File: config.mk
export PLATFORM = sky130hd
export DESIGN_NAME = bldc_setpoint_and_output_logic
export DESIGN_NICKNAME = d
export VERILOG_FILES = /design/src/setpoint_pkg.sv /design/src/bldc_setpoint_and_output_logic.sv
export SDC_FILE = /design/constraint.sdc
export NUM_CORES = 2
export LEC_CHECK = 0
export BUFFER_PORTS_ARGS = -buffer_cell sky130_fd_sc_hd__buf_2
export CAP_MARGIN = 0
export CORE_ASPECT_RATIO = 2
export CORE_MARGIN = 2
export CORE_UTILIZATION = 60
export CTS_BUF_LIST = sky130_fd_sc_hd__clkbuf_16
export CTS_CLUSTER_SIZE = 8
export DETAILED_ROUTE_END_ITERATION = 10
export PLACE_DENSITY = 0.87
export SLEW_MARGIN = 10
export SYNTH_ARGS = -nofsm -noshare
export SYNTH_HDL_FRONTEND = slang
export SYNTH_SLANG_ARGS = --single-unit
File: constraint.sdc
create_clock -name pclk -period 130.7 [get_ports pclk]
set_input_delay 26.14 -clock pclk [delete_from_list [all_inputs] [get_ports pclk]]
set_output_delay 26.14 -clock pclk [all_outputs]
set_load 0.005 [all_outputs]
File: src/setpoint_pkg.sv
// Package with constants, enumerations and carrier types for the set-value and output block.
package setpoint_pkg;

	// ==========================================================
	// Register map (byte addresses, one 32-bit word each)
	// ==========================================================
	localparam logic [7:0] CTRL_ADDR      = 8'h00;
	localparam logic [7:0] FIXED_ADDR     = 8'h04;
	localparam logic [7:0] MAXSPD_ADDR    = 8'h08;
	localparam logic [7:0] FDELAY_ADDR    = 8'h0C;
	localparam logic [7:0] STATUS_ADDR    = 8'h10;
	localparam logic [7:0] PERIOD_ADDR    = 8'h14;
	localparam logic [7:0] DEMAND_ADDR    = 8'h18;

	// ==========================================================
	// Control field positions
	// ==========================================================
	localparam int CTRL_SRC_LSB   = 0;   // Two bits: set-value source.
	localparam int CTRL_QS_LSB    = 2;   // Two bits: quick-stop function.
	localparam int CTRL_SENSLESS  = 4;
	localparam int CTRL_AHALL     = 5;
	localparam int CTRL_VOLTMODE  = 6;
	localparam int CTRL_FAULTOUT  = 7;
	localparam int CTRL_LINES6    = 8;
	localparam int CTRL_PLCLEVEL  = 9;
	localparam int CTRL_BRAKE     = 10;
	localparam int CTRL_WIDTH     = 11;

	// ==========================================================
	// Modes
	// ==========================================================
	localparam logic [1:0] SRC_FIXED  = 2'h0;
	localparam logic [1:0] SRC_ANALOG = 2'h1;
	localparam logic [1:0] SRC_PWM    = 2'h2;
	localparam logic [1:0] QS_NONE    = 2'h0;
	localparam logic [1:0] QS_NORMAL  = 2'h1;
	localparam logic [1:0] QS_INVERT  = 2'h2;

	// ==========================================================
	// Reset values
	// ==========================================================
	localparam logic [CTRL_WIDTH-1:0] CTRL_RESET = 11'h0_101; // Analog, six lines.
	localparam logic [15:0] FIXED_RESET  = 16'h0_3E8;
	localparam logic [15:0] MAXSPD_RESET = 16'h0_FA0;
	localparam logic [23:0] FDELAY_RESET = 24'h00_0000;

	// ==========================================================
	// Input thresholds in millivolts and duty thresholds
	// ==========================================================
	localparam logic [13:0] QS_STOP_MV     = 14'd150;
	localparam logic [13:0] QS_START_MV    = 14'd300;
	localparam logic [13:0] QS_START_SL_MV = 14'd500;
	localparam logic [13:0] QSI_RUN_MV     = 14'd2000;
	localparam logic [13:0] QSI_STOP_MV    = 14'd2400;
	localparam logic [13:0] FULL_SCALE_MV  = 14'd10000;
	localparam logic [9:0]  DUTY_STOP_PM   = 10'd20;   // 2.0 percent in per mille.
	localparam logic [9:0]  DUTY_START_PM  = 10'd30;   // 3.0 percent in per mille.
	localparam logic [9:0]  PER_MILLE      = 10'd1000;

	// ==========================================================
	// Timing
	// ==========================================================
	localparam int CLK_MHZ        = 125;
	localparam int PWM_MIN_HZ     = 500;
	localparam int PWM_MAX_CYCLES = CLK_MHZ * 1000000 / PWM_MIN_HZ;
	localparam int PWM_CNT_W      = $clog2(PWM_MAX_CYCLES + 1);
	localparam int STEP_CNT_W     = 24;

	// ==========================================================
	// Types
	// ==========================================================
	typedef enum logic [1:0] {PH_STOP, PH_FIELD, PH_CLOSED} phase_type;

	typedef struct packed {
		logic                   brake;
		logic                   plc_level;
		logic                   lines6;
		logic                   fault_out;
		logic                   volt_mode;
		logic                   analog_hall;
		logic                   sensorless;
		logic [1:0]             qs_mode;
		logic [1:0]             src;
	} ctrl_type;

	typedef struct packed {
		logic [15:0] speed;
		logic [15:0] voltage_mv;
		logic        run;
		logic        brake;
		logic        four_quadrant;
		logic        rotating_field;
	} demand_type;

endpackage

File: src/bldc_setpoint_and_output_logic.sv
// Set-value selection, run/stop decision and digital output for a brushless speed controller.
//
// The implementer's own choices: the address map and the APB interface to the registers.
`timescale 1ns/1ps
`default_nettype none

module bldc_setpoint_and_output_logic
	import setpoint_pkg::*;
#(
	parameter int          STEPS_PER_REV = 12,      // Commutation steps per mechanical turn.
	parameter logic [15:0] FIELD_SPEED   = 16'h0_1F4 // Demand below which sensorless uses a field.
)
(
	input  wire logic        pclk,                  // System clock, 125 MHz.
	input  wire logic        presetn,               // Asynchronous reset, active low.
	input  wire logic        psel,                  // APB select.
	input  wire logic        penable,               // APB enable.
	input  wire logic        pwrite,                // APB direction.
	input  wire logic [7:0]  paddr,                 // APB byte address.
	input  wire logic [31:0] pwdata,                // APB write data.
	output logic      [31:0] prdata,                // APB read data.
	output logic             pready,                // APB ready.
	output logic             pslverr,               // APB error on unmapped address.
	input  wire logic [13:0] setpoint_input_voltage, // Set-value input in millivolts.
	input  wire logic        setpoint_open,         // Set-value input is unconnected.
	input  wire logic [15:0] supply_voltage_mv,     // Motor supply in millivolts.
	input  wire logic        pwm_ttl_pin,           // PWM comparator at TTL level.
	input  wire logic        pwm_plc_pin,           // PWM comparator at PLC level.
	input  wire logic        current_limit_active,  // Current limitation is engaged.
	input  wire logic        comm_step,             // One-cycle pulse per commutation step.
	output demand_type       demand,                // Set values and mode to the motor loop.
	output logic             current_limit_enable,  // Limitation enable to the current model.
	output logic             pulse_speed_output     // Digital output pin.
);

	// ==========================================================
	// State
	// ==========================================================
	typedef struct packed {
		ctrl_type                ctrl;
		logic [15:0]             fixed_speed;
		logic [15:0]             max_speed;
		logic [23:0]             fault_delay;
		logic                    ttl_s1;
		logic                    ttl_s2;
		logic                    plc_s1;
		logic                    plc_s2;
		logic                    pwm_prev;
		logic [PWM_CNT_W-1:0]    hi_cnt;
		logic [PWM_CNT_W-1:0]    per_cnt;
		logic [PWM_CNT_W-1:0]    hi_lat;
		logic [PWM_CNT_W-1:0]    per_lat;
		logic                    pwm_run;
		logic                    qs_run;
		logic [15:0]             pwm_speed;
		demand_type              dem;
		logic [23:0]             fault_cnt;
		logic                    fault_q;
		logic [3:0]              step_div;
		logic                    freq_q;
		logic [STEP_CNT_W-1:0]   step_cnt;
		logic [STEP_CNT_W-1:0]   step_period;
		phase_type               phase;
		logic [31:0]             rdata;
		logic                    err;
	} state_type;

	state_type s_q;
	state_type s_d;

	logic        setup;
	logic        access;
	logic        addr_ok;
	logic        pwm_level;
	logic        fault_mode;
	logic [3:0]  toggle_every;
	logic [29:0] analog_prod;
	logic [29:0] volt_prod;
	logic [33:0] pwm_prod;
	logic [15:0] target;
	logic        run_req;

	// ==========================================================
	// Combinational helpers
	// ==========================================================
	// Bus phases; the slave never waits, so every access ends in its first access cycle.
	assign setup   = psel & ~penable;
	assign access  = psel & penable;
	assign addr_ok = (paddr == CTRL_ADDR) || (paddr == FIXED_ADDR) || (paddr == MAXSPD_ADDR) ||
	                 (paddr == FDELAY_ADDR) || (paddr == STATUS_ADDR) ||
	                 (paddr == PERIOD_ADDR) || (paddr == DEMAND_ADDR);

	// Only the second synchroniser stage is looked at.
	assign pwm_level = s_q.ctrl.plc_level ? s_q.plc_s2 : s_q.ttl_s2;

	// Without Hall sensors the fault selection is ignored.
	assign fault_mode = s_q.ctrl.fault_out & ~s_q.ctrl.sensorless;

	// Six lines toggle every step; two lines toggle every third step of a 12-step turn.
	assign toggle_every = s_q.ctrl.lines6 ? 4'(STEPS_PER_REV / 12) : 4'(STEPS_PER_REV / 4);

	// Linear scalings against the 10 V full scale and, for PWM, the latched period.
	assign analog_prod = 30'(s_q.max_speed) * 30'(setpoint_input_voltage);
	assign volt_prod   = 30'(supply_voltage_mv) * 30'(setpoint_input_voltage);
	assign pwm_prod    = 34'(s_q.max_speed) * 34'(s_q.hi_lat);

	// Speed target and run request by source.
	always_comb
	begin
		target  = 16'h0_000;
		run_req = 1'b0;
		case (s_q.ctrl.src)
			SRC_FIXED:
			begin
				target  = s_q.fixed_speed;
				run_req = s_q.qs_run;
			end
			SRC_ANALOG:
			begin
				target  = 16'(analog_prod / FULL_SCALE_MV);
				run_req = 1'b1;
			end
			SRC_PWM:
			begin
				target  = s_q.pwm_speed;
				run_req = s_q.pwm_run;
			end
			default:
			begin
				target  = 16'h0_000;
				run_req = 1'b0;
			end
		endcase
	end

	// ==========================================================
	// Next state
	// ==========================================================
	always_comb
	begin
		s_d = s_q;

		// Two flip-flops on each PWM comparator pin.
		s_d.ttl_s1 = pwm_ttl_pin;
		s_d.ttl_s2 = s_q.ttl_s1;
		s_d.plc_s1 = pwm_plc_pin;
		s_d.plc_s2 = s_q.plc_s1;

		// Register writes land in the access cycle; reads are latched in setup.
		s_d.err = 1'b0;
		if (setup)
		begin
			s_d.err   = ~addr_ok;
			s_d.rdata = 32'h0000_0000;
			case (paddr)
				CTRL_ADDR:   s_d.rdata = 32'(s_q.ctrl);
				FIXED_ADDR:  s_d.rdata = 32'(s_q.fixed_speed);
				MAXSPD_ADDR: s_d.rdata = 32'(s_q.max_speed);
				FDELAY_ADDR: s_d.rdata = 32'(s_q.fault_delay);
				STATUS_ADDR: s_d.rdata = {26'h00_0000, s_q.phase, s_q.fault_q, s_q.pwm_run,
				                          s_q.qs_run, s_q.dem.run};
				PERIOD_ADDR: s_d.rdata = 32'(s_q.step_period);
				DEMAND_ADDR: s_d.rdata = {s_q.dem.voltage_mv, s_q.dem.speed};
				default:     s_d.rdata = 32'h0000_0000;
			endcase
		end
		else if (access)
		begin
			s_d.err = s_q.err;
		end
		if (access && pwrite)
		begin
			case (paddr)
				CTRL_ADDR:   s_d.ctrl        = ctrl_type'(pwdata[CTRL_WIDTH-1:0]);
				FIXED_ADDR:  s_d.fixed_speed = pwdata[15:0];
				MAXSPD_ADDR: s_d.max_speed   = pwdata[15:0];
				FDELAY_ADDR: s_d.fault_delay = pwdata[23:0];
				default:     s_d.ctrl        = s_q.ctrl;
			endcase
		end

		// Quick-stop levels with hysteresis; an open input stops or runs by polarity.
		case (s_q.ctrl.qs_mode)
			QS_NORMAL:
			begin
				if (setpoint_open || setpoint_input_voltage < QS_STOP_MV)
					s_d.qs_run = 1'b0;
				else if (setpoint_input_voltage >
				         (s_q.ctrl.sensorless ? QS_START_SL_MV : QS_START_MV))
					s_d.qs_run = 1'b1;
			end
			QS_INVERT:
			begin
				if (setpoint_open || setpoint_input_voltage < QSI_RUN_MV)
					s_d.qs_run = 1'b1;
				else if (setpoint_input_voltage > QSI_STOP_MV)
					s_d.qs_run = 1'b0;
			end
			default:
				s_d.qs_run = 1'b1;
		endcase

		// Duty measurement in clocks; a period ends at each rising edge.
		s_d.pwm_prev = pwm_level;
		if (pwm_level && !s_q.pwm_prev)
		begin
			s_d.hi_lat  = s_q.hi_cnt;
			s_d.per_lat = s_q.per_cnt;
			s_d.hi_cnt  = PWM_CNT_W'(1);
			s_d.per_cnt = PWM_CNT_W'(1);
			if (32'(s_q.hi_cnt) * PER_MILLE < 32'(s_q.per_cnt) * DUTY_STOP_PM)
				s_d.pwm_run = 1'b0;
			else if (32'(s_q.hi_cnt) * PER_MILLE > 32'(s_q.per_cnt) * DUTY_START_PM)
				s_d.pwm_run = 1'b1;
		end
		else
		begin
			if (s_q.per_cnt != PWM_CNT_W'(PWM_MAX_CYCLES))
				s_d.per_cnt = s_q.per_cnt + PWM_CNT_W'(1);
			if (pwm_level && s_q.hi_cnt != PWM_CNT_W'(PWM_MAX_CYCLES))
				s_d.hi_cnt = s_q.hi_cnt + PWM_CNT_W'(1);
			// A stuck line stops the motor when low and is full duty when high.
			if (s_q.per_cnt == PWM_CNT_W'(PWM_MAX_CYCLES))
			begin
				s_d.pwm_run = pwm_level;
				s_d.hi_lat  = pwm_level ? s_q.per_cnt : PWM_CNT_W'(0);
				s_d.per_lat = s_q.per_cnt;
			end
		end
		// The speed follows the latched period, once per completed period.
		s_d.pwm_speed = (s_q.per_lat == PWM_CNT_W'(0)) ? 16'h0_000 :
		                16'(pwm_prod / s_q.per_lat);

		// Commutation step spacing gives the actual speed in every sensor mode.
		if (comm_step)
		begin
			s_d.step_period = s_q.step_cnt;
			s_d.step_cnt    = STEP_CNT_W'(1);
		end
		else if (s_q.step_cnt != {STEP_CNT_W{1'b1}})
		begin
			s_d.step_cnt = s_q.step_cnt + STEP_CNT_W'(1);
		end

		// Sensorless start and low speed run on an imposed field.
		case (s_q.phase)
			PH_STOP:
				if (run_req)
					s_d.phase = s_q.ctrl.sensorless ? PH_FIELD : PH_CLOSED;
			PH_FIELD:
				if (!run_req)
					s_d.phase = PH_STOP;
				else if (!s_q.ctrl.sensorless || target >= FIELD_SPEED)
					s_d.phase = PH_CLOSED;
			PH_CLOSED:
				if (!run_req)
					s_d.phase = PH_STOP;
				else if (s_q.ctrl.sensorless && target < FIELD_SPEED)
					s_d.phase = PH_FIELD;
			default:
				s_d.phase = PH_STOP;
		endcase

		// Demand to the motor loop.
		s_d.dem.speed          = run_req ? target : 16'h0_000;
		s_d.dem.voltage_mv     = (run_req && s_q.ctrl.volt_mode) ?
		                         16'(volt_prod / FULL_SCALE_MV) : 16'h0_000;
		s_d.dem.run            = run_req;
		s_d.dem.four_quadrant  = s_q.ctrl.analog_hall & ~s_q.ctrl.sensorless;
		s_d.dem.brake          = s_q.ctrl.brake & ~s_d.dem.four_quadrant &
		                         ~run_req;
		s_d.dem.rotating_field = (s_q.phase == PH_FIELD);

		// Fault output: delayed rise, immediate fall.
		if (!current_limit_active)
		begin
			s_d.fault_cnt = 24'h00_0000;
			s_d.fault_q   = 1'b0;
		end
		else if (s_q.fault_cnt >= s_q.fault_delay)
		begin
			s_d.fault_q = 1'b1;
		end
		else
		begin
			s_d.fault_cnt = s_q.fault_cnt + 24'h00_0001;
		end

		// Frequency output toggles on every few commutation steps.
		if (comm_step)
		begin
			if (s_q.step_div + 4'h1 >= toggle_every)
			begin
				s_d.step_div = 4'h0;
				s_d.freq_q   = ~s_q.freq_q;
			end
			else
			begin
				s_d.step_div = s_q.step_div + 4'h1;
			end
		end
	end

	// ==========================================================
	// State register
	// ==========================================================
	always_ff @(posedge pclk or negedge presetn)
	begin
		if (!presetn)
		begin
			s_q             <= '0;
			s_q.ctrl        <= ctrl_type'(CTRL_RESET);
			s_q.fixed_speed <= FIXED_RESET;
			s_q.max_speed   <= MAXSPD_RESET;
			s_q.fault_delay <= FDELAY_RESET;
			s_q.phase       <= PH_STOP;
		end
		else
		begin
			s_q <= s_d;
		end
	end

	// ==========================================================
	// Outputs
	// ==========================================================
	// Limitation is never switched off, whatever the mode.
	assign current_limit_enable = 1'b1;
	assign demand               = s_q.dem;
	assign pulse_speed_output   = fault_mode ? s_q.fault_q : s_q.freq_q;
	assign prdata               = s_q.rdata;
	assign pready               = 1'b1;
	assign pslverr              = access & s_q.err;
endmodule

`default_nettype wire

# == Word level (Yosys, flattened, before mapping) ==
# Index checks and enable logic that the tools add are counted.
# Widths: inputs -> output; s select.
# word_totals
reg_bits,311
out_inout_bits,72
elab_cells,170
# classes
n_addsub,5
multipliers,6
div,3
order_cmp,10
n_eq_ne,25
n_mux,37
bitwise,13
reduce_logical,32
# op_table
cell,count
$pmux 32 s7,1
$mux 73,1
$mux 24,3
$div 30x14->30 const B,2
$mul 16x14->30,2
$mux 18,3
$add 24x1->24 const B,2
$mux 16,3
$pmux 16 s3,1
$mux 37,1
$add 18x1->18 const B,2
$ne 18x18->1 const B,2
$div 34x18->34,1
$mul 16x18->34,1
$gt 28x23->1,1
$lt 28x23->1,1
$mul 18x7->25 const B,1
$mux 25,1
$eq 8x5->1 const B,3
$ge 24x24->1,1
$ne 24x24->1 const B,1
$mul 18x4->22 const B,1
$mul 18x3->21 const B,1
$eq 18x18->1 const B,1
other kinds (35),94

# == Longest topological paths before layout ==
# depth
word_depth,9
ltp_mapped,723

# == Worst setup path before layout ==
# No wires, ideal clock.
# synth_timing
kind,register -> register
startpoint,register s_q[273] in the netlist's numbering
endpoint,register s_q[149] in the netlist's numbering
setup_ps,139
arrival_time_ps,128219
path_slack_ps,2342
path_stages_with_launch,704
path_buffers,51
synth_period_minus_slack_ps,128358
path_cell_list,dfstp_2 clkbuf_1 nand2_1 fa_1 fa_1 inv_1 ha_1 inv_1 fa_1 inv_1 ha_1 inv_1 fa_1 inv_1 ha_1 a21boi_0 o21ai_0 a21boi_0 [... 668 more ...] ha_1 a21o_1 a21oi_1 nor2b_1 o21ai_0 nand2b_1 a21oi_1 nor2_1 a211oi_1 o21ai_0 a21oi_1 nor2b_1 o21ai_0 nand2b_1 a21oi_1 o211ai_1 a2111oi_0 a21oi_1
# synth_lines
item,line,text
"start, declared",bldc_setpoint_and_output_logic.sv:68,state_type s_q;

==> impl_metrics.py <==
metrics = {
    "cts": {
        "worst_skew_pair.late_latency_ps": 660,
        "cts_inserted_buffers": 46,
        "cts_tree": "done",
        "cts-hold-fix-buffers": 0,
        "numClockSinks": 311,
        "clockRootBuffer": "sky130_fd_sc_hd__clkbuf_16",
        "clkTransAtPathRegs_ps": 60,
        "clock_tree_buf_depth": 3,
        "cts_htree_levels": 2,
    },
    "timing": {
        "transition_time_of_the_tightest_slew_check_pin_ps": 1420,
        "final.period_utilization_pct": 94.7,
        "slew_viol_final": 0,
        "slew_headroom_pct": 5.26,
        "period_minus_slack_ps": 123710,
        "final-hold-violation-count": 0,
        "finClkSkew_ps": 73.7,
        "setup_violations": 0,
        "maxClockFrequency_mhz": 8.08,
        "timing.final.ws_setup_ps": 6990,
    },
    "critical_path": {
        "critPathMaxStageDelay_ps": 590,
        "setup.worst_path.start_class": "flip-flop",
        "regToRegEndpoint": "s_q[149]$_DFF_PN0_",
        "cp_slowest_cell": "sky130_fd_sc_hd__dfrtp_4",
        "crit_path_frequent_cell": "sky130_fd_sc_hd__o21a_1",
        "r2r_cells": 678,
        "cp_max_fo": 15,
        "timing.critical_path.from": "s_q[190]$_DFFE_PN0P_",
        "worst_r2r_startpoint": "s_q[190]$_DFFE_PN0P_",
        "endpoint_type_of_the_worst_setup_path": "flip-flop",
        "worst_setup_path_endpoint": "s_q[149]$_DFF_PN0_",
        "regToRegSetupSlack_ps": 6990,
        "crit_type": "reg2reg",
        "arrival_ps": 124190,
        "required_arrival_time_at_the_worst_endpoint_ps": 131180,
    },
    "die": {
        "die_height_um": 522,
        "start_util_pct": 60.3,
        "dieArea_um2": 137000,
        "row_count": 190,
        "die_w_um": 263,
        "io_pins": 152,
        "placeableCoreArea_um2": 134000,
    },
    "global_routing": {
        "grt_util_met3_pct": 7.17,
        "grtUsageTotal_pct": 37.3,
        "antenna_found_initial": 16,
        "pin_count_of_the_biggest_net_entering_global_routing": 85,
        "global_route.peak_usage_layer": "met2",
        "total_congestion_overflow": 0,
        "first_global_vias": 84576,
        "global_route_wire_length_before_repair_mm": 417,
        "grt.met1_usage_pct": 33.9,
        "globalRouteMet2Util_pct": 68.2,
    },
    "synthesis": {
        "syn-instance-count": 10060,
        "synth.yosys.warnings": 0,
        "ys_async_sr_fraction_pct": 100,
        "ys_seq_area_share_pct": 9.68,
        "synth_enable_flop_cells": 0,
        "post_synth.cell_area_avg_um2": 8.01,
        "syn-cell-area_um2": 80600,
        "synth.lib_cells_used.distinct": 148,
        "yosys_register_bits": 311,
        "synth_top_flop_cell": "sky130_fd_sc_hd__dfrtp_1",
    },
    "layout": {
        "most-common-layout-cells": "sky130_fd_sc_hd__nand2_1 (1114), sky130_fd_sc_hd__ha_1 (972), sky130_fd_sc_hd__inv_1 (890)",
        "fill_cells": 10530,
        "flow.area_growth_from_synthesis_pct": 7.53,
        "layout.cells.most_common": "sky130_fd_sc_hd__nand2_1",
        "num-nets-final": 11926,
        "proportion_of_layout_cells_with_a_drive_suffix_above_1_pct": 11.7,
    },
    "route": {
        "vias_per_cell": 6.72,
        "dr_total_vias": 80438,
        "violation_count_after_the_first_detailed_route_iteration": 5906,
        "route.final.wire_length_mm": 262,
        "wire_per_inst_um": 21.9,
        "antenna_violating_nets_post_route": 0,
        "drt_pre_antenna_iters": 7,
        "drc": 0,
    },
    "status": {
        "run_status": "complete, no violations",
    },
    "placement": {
        "port_buffers": 141,
        "pre_cts_ws_ps": -447,
        "gpl.final_weighted_congestion": 0.990,
        "dp_hpwl_mm": 205,
    },
    "hold_path": {
        "min_path_type": "reg2reg",
        "hold_path.startpoint": "s_d[240]$_DFF_PN0_",
    },
    "flow_run": {
        "maxCapViolCount": 0,
    },
}
## what timing repair did
action,4_1_cts,5_1_grt
endpoints found under the setup margin,1,3
pin swaps,1,32
setup buffers,3,43
gates resized for setup,9,189
## synth_stat cells, drive strengths merged, types with 89 or more instances
| cell type | count | area [um2] |
|---|---|---|
| nor2 | 709 | 2670 |
| nand2b | 109 | 682 |
| dfrtp | 297 | 7430 |
| fa | 648 | 13000 |
| a21oi | 458 | 2350 |
| nor3 | 420 | 2150 |
| nand3 | 212 | 1070 |
| a21o | 145 | 1090 |
| and2 | 378 | 2360 |
| o31ai | 184 | 1400 |
| inv | 881 | 3310 |
| mux2 | 209 | 2360 |
| a211oi | 97 | 828 |
| o21a | 385 | 2890 |
| xnor2 | 302 | 2700 |
| or3 | 95 | 599 |
| o211ai | 96 | 749 |
| xor2 | 153 | 1370 |
| nand2 | 1117 | 4200 |
| o21ai | 485 | 2500 |
| ha | 972 | 12200 |
| clkbuf | 288 | 1080 |
| nor2b | 91 | 569 |
| buf | 149 | 922 |
| or2 | 89 | 557 |
## through the flow
stage	TNS, ps	util [%]	hold WS, ps	std cells	instance area (um2)
after floorplan	0	-	331	10061	80600
after global placement	0	63.1	333	11860	84300
after detailed placement	-447	63.1	342	11860	84300
after CTS	0	64.1	352	11928	85700
after global routing	-797	64.9	363	11972	86700
final	0	64.9	354	11978	86700
## worst max-delay path: cells and delay by family, from the launching register on
kind                       cells  cell delay [ps]
muxes                          5             1220
and+or+nand+nor              134            18710
DFF                            1              590
buffers and inverters         48             6570
AOI/OAI and AO/OA            449            82830
xor gates and xnor gates       1              160
adders and majority gates     41            13200
## area by class of cell
| cell class | count | area [um2] | area share (%) |
|---|---|---|---|
| multi-input cells | 8431 | 68000 | 78.5 |
| flip-flops and latches | 311 | 7830 | 9.03 |
| repair buffers | 554 | 3980 | 4.60 |
| inverters | 882 | 3310 | 3.82 |
| well taps | 1728 | 2160 | 2.49 |
| clock buffers | 46 | 1150 | 1.33 |
| clock inverters | 19 | 186 | 0.215 |
| diodes | 7 | 17.5 | 0.0202 |
## flip-flops by register name, summed over array words and instances (netlist names)
name / count
s_q: 241
s_d: 2
demand: 36
prdata: 32
## layer usage
metal	vias up	part of all wire (%)
li1	35833	-
met1	38478	31
met2	4102	50
met3	2015	7.3
met4	10	12
met5	-	0.026
## worst min-delay path by stage
stage / cells past startpoint / to / slack (ps)
2_1_floorplan: 0 / s_q[240]$_DFF_PN0_ / 330
3_3_place_gp: 0 / s_q[240]$_DFF_PN0_ / 330
3_5_place_dp: 0 / s_q[240]$_DFF_PN0_ / 340
4_1_cts: 0 / s_q[240]$_DFF_PN0_ / 350
5_1_grt: 0 / s_q[240]$_DFF_PN0_ / 360
6_report: 0 / s_q[240]$_DFF_PN0_ / 350
## kinds of logic after synthesis
group / synth area share (%)
DFF: 9.68
adders and majority gates: 31.4
and+or+nand+nor: 21.3
other: 0.00465
AOI/OAI and AO/OA: 22.1
muxes: 3.87
xor gates and xnor gates: 5.08
buffers and inverters: 6.60
Power is not shown: default switching activity piles up to over one toggle a cycle in this logic, so the estimate is an artifact.
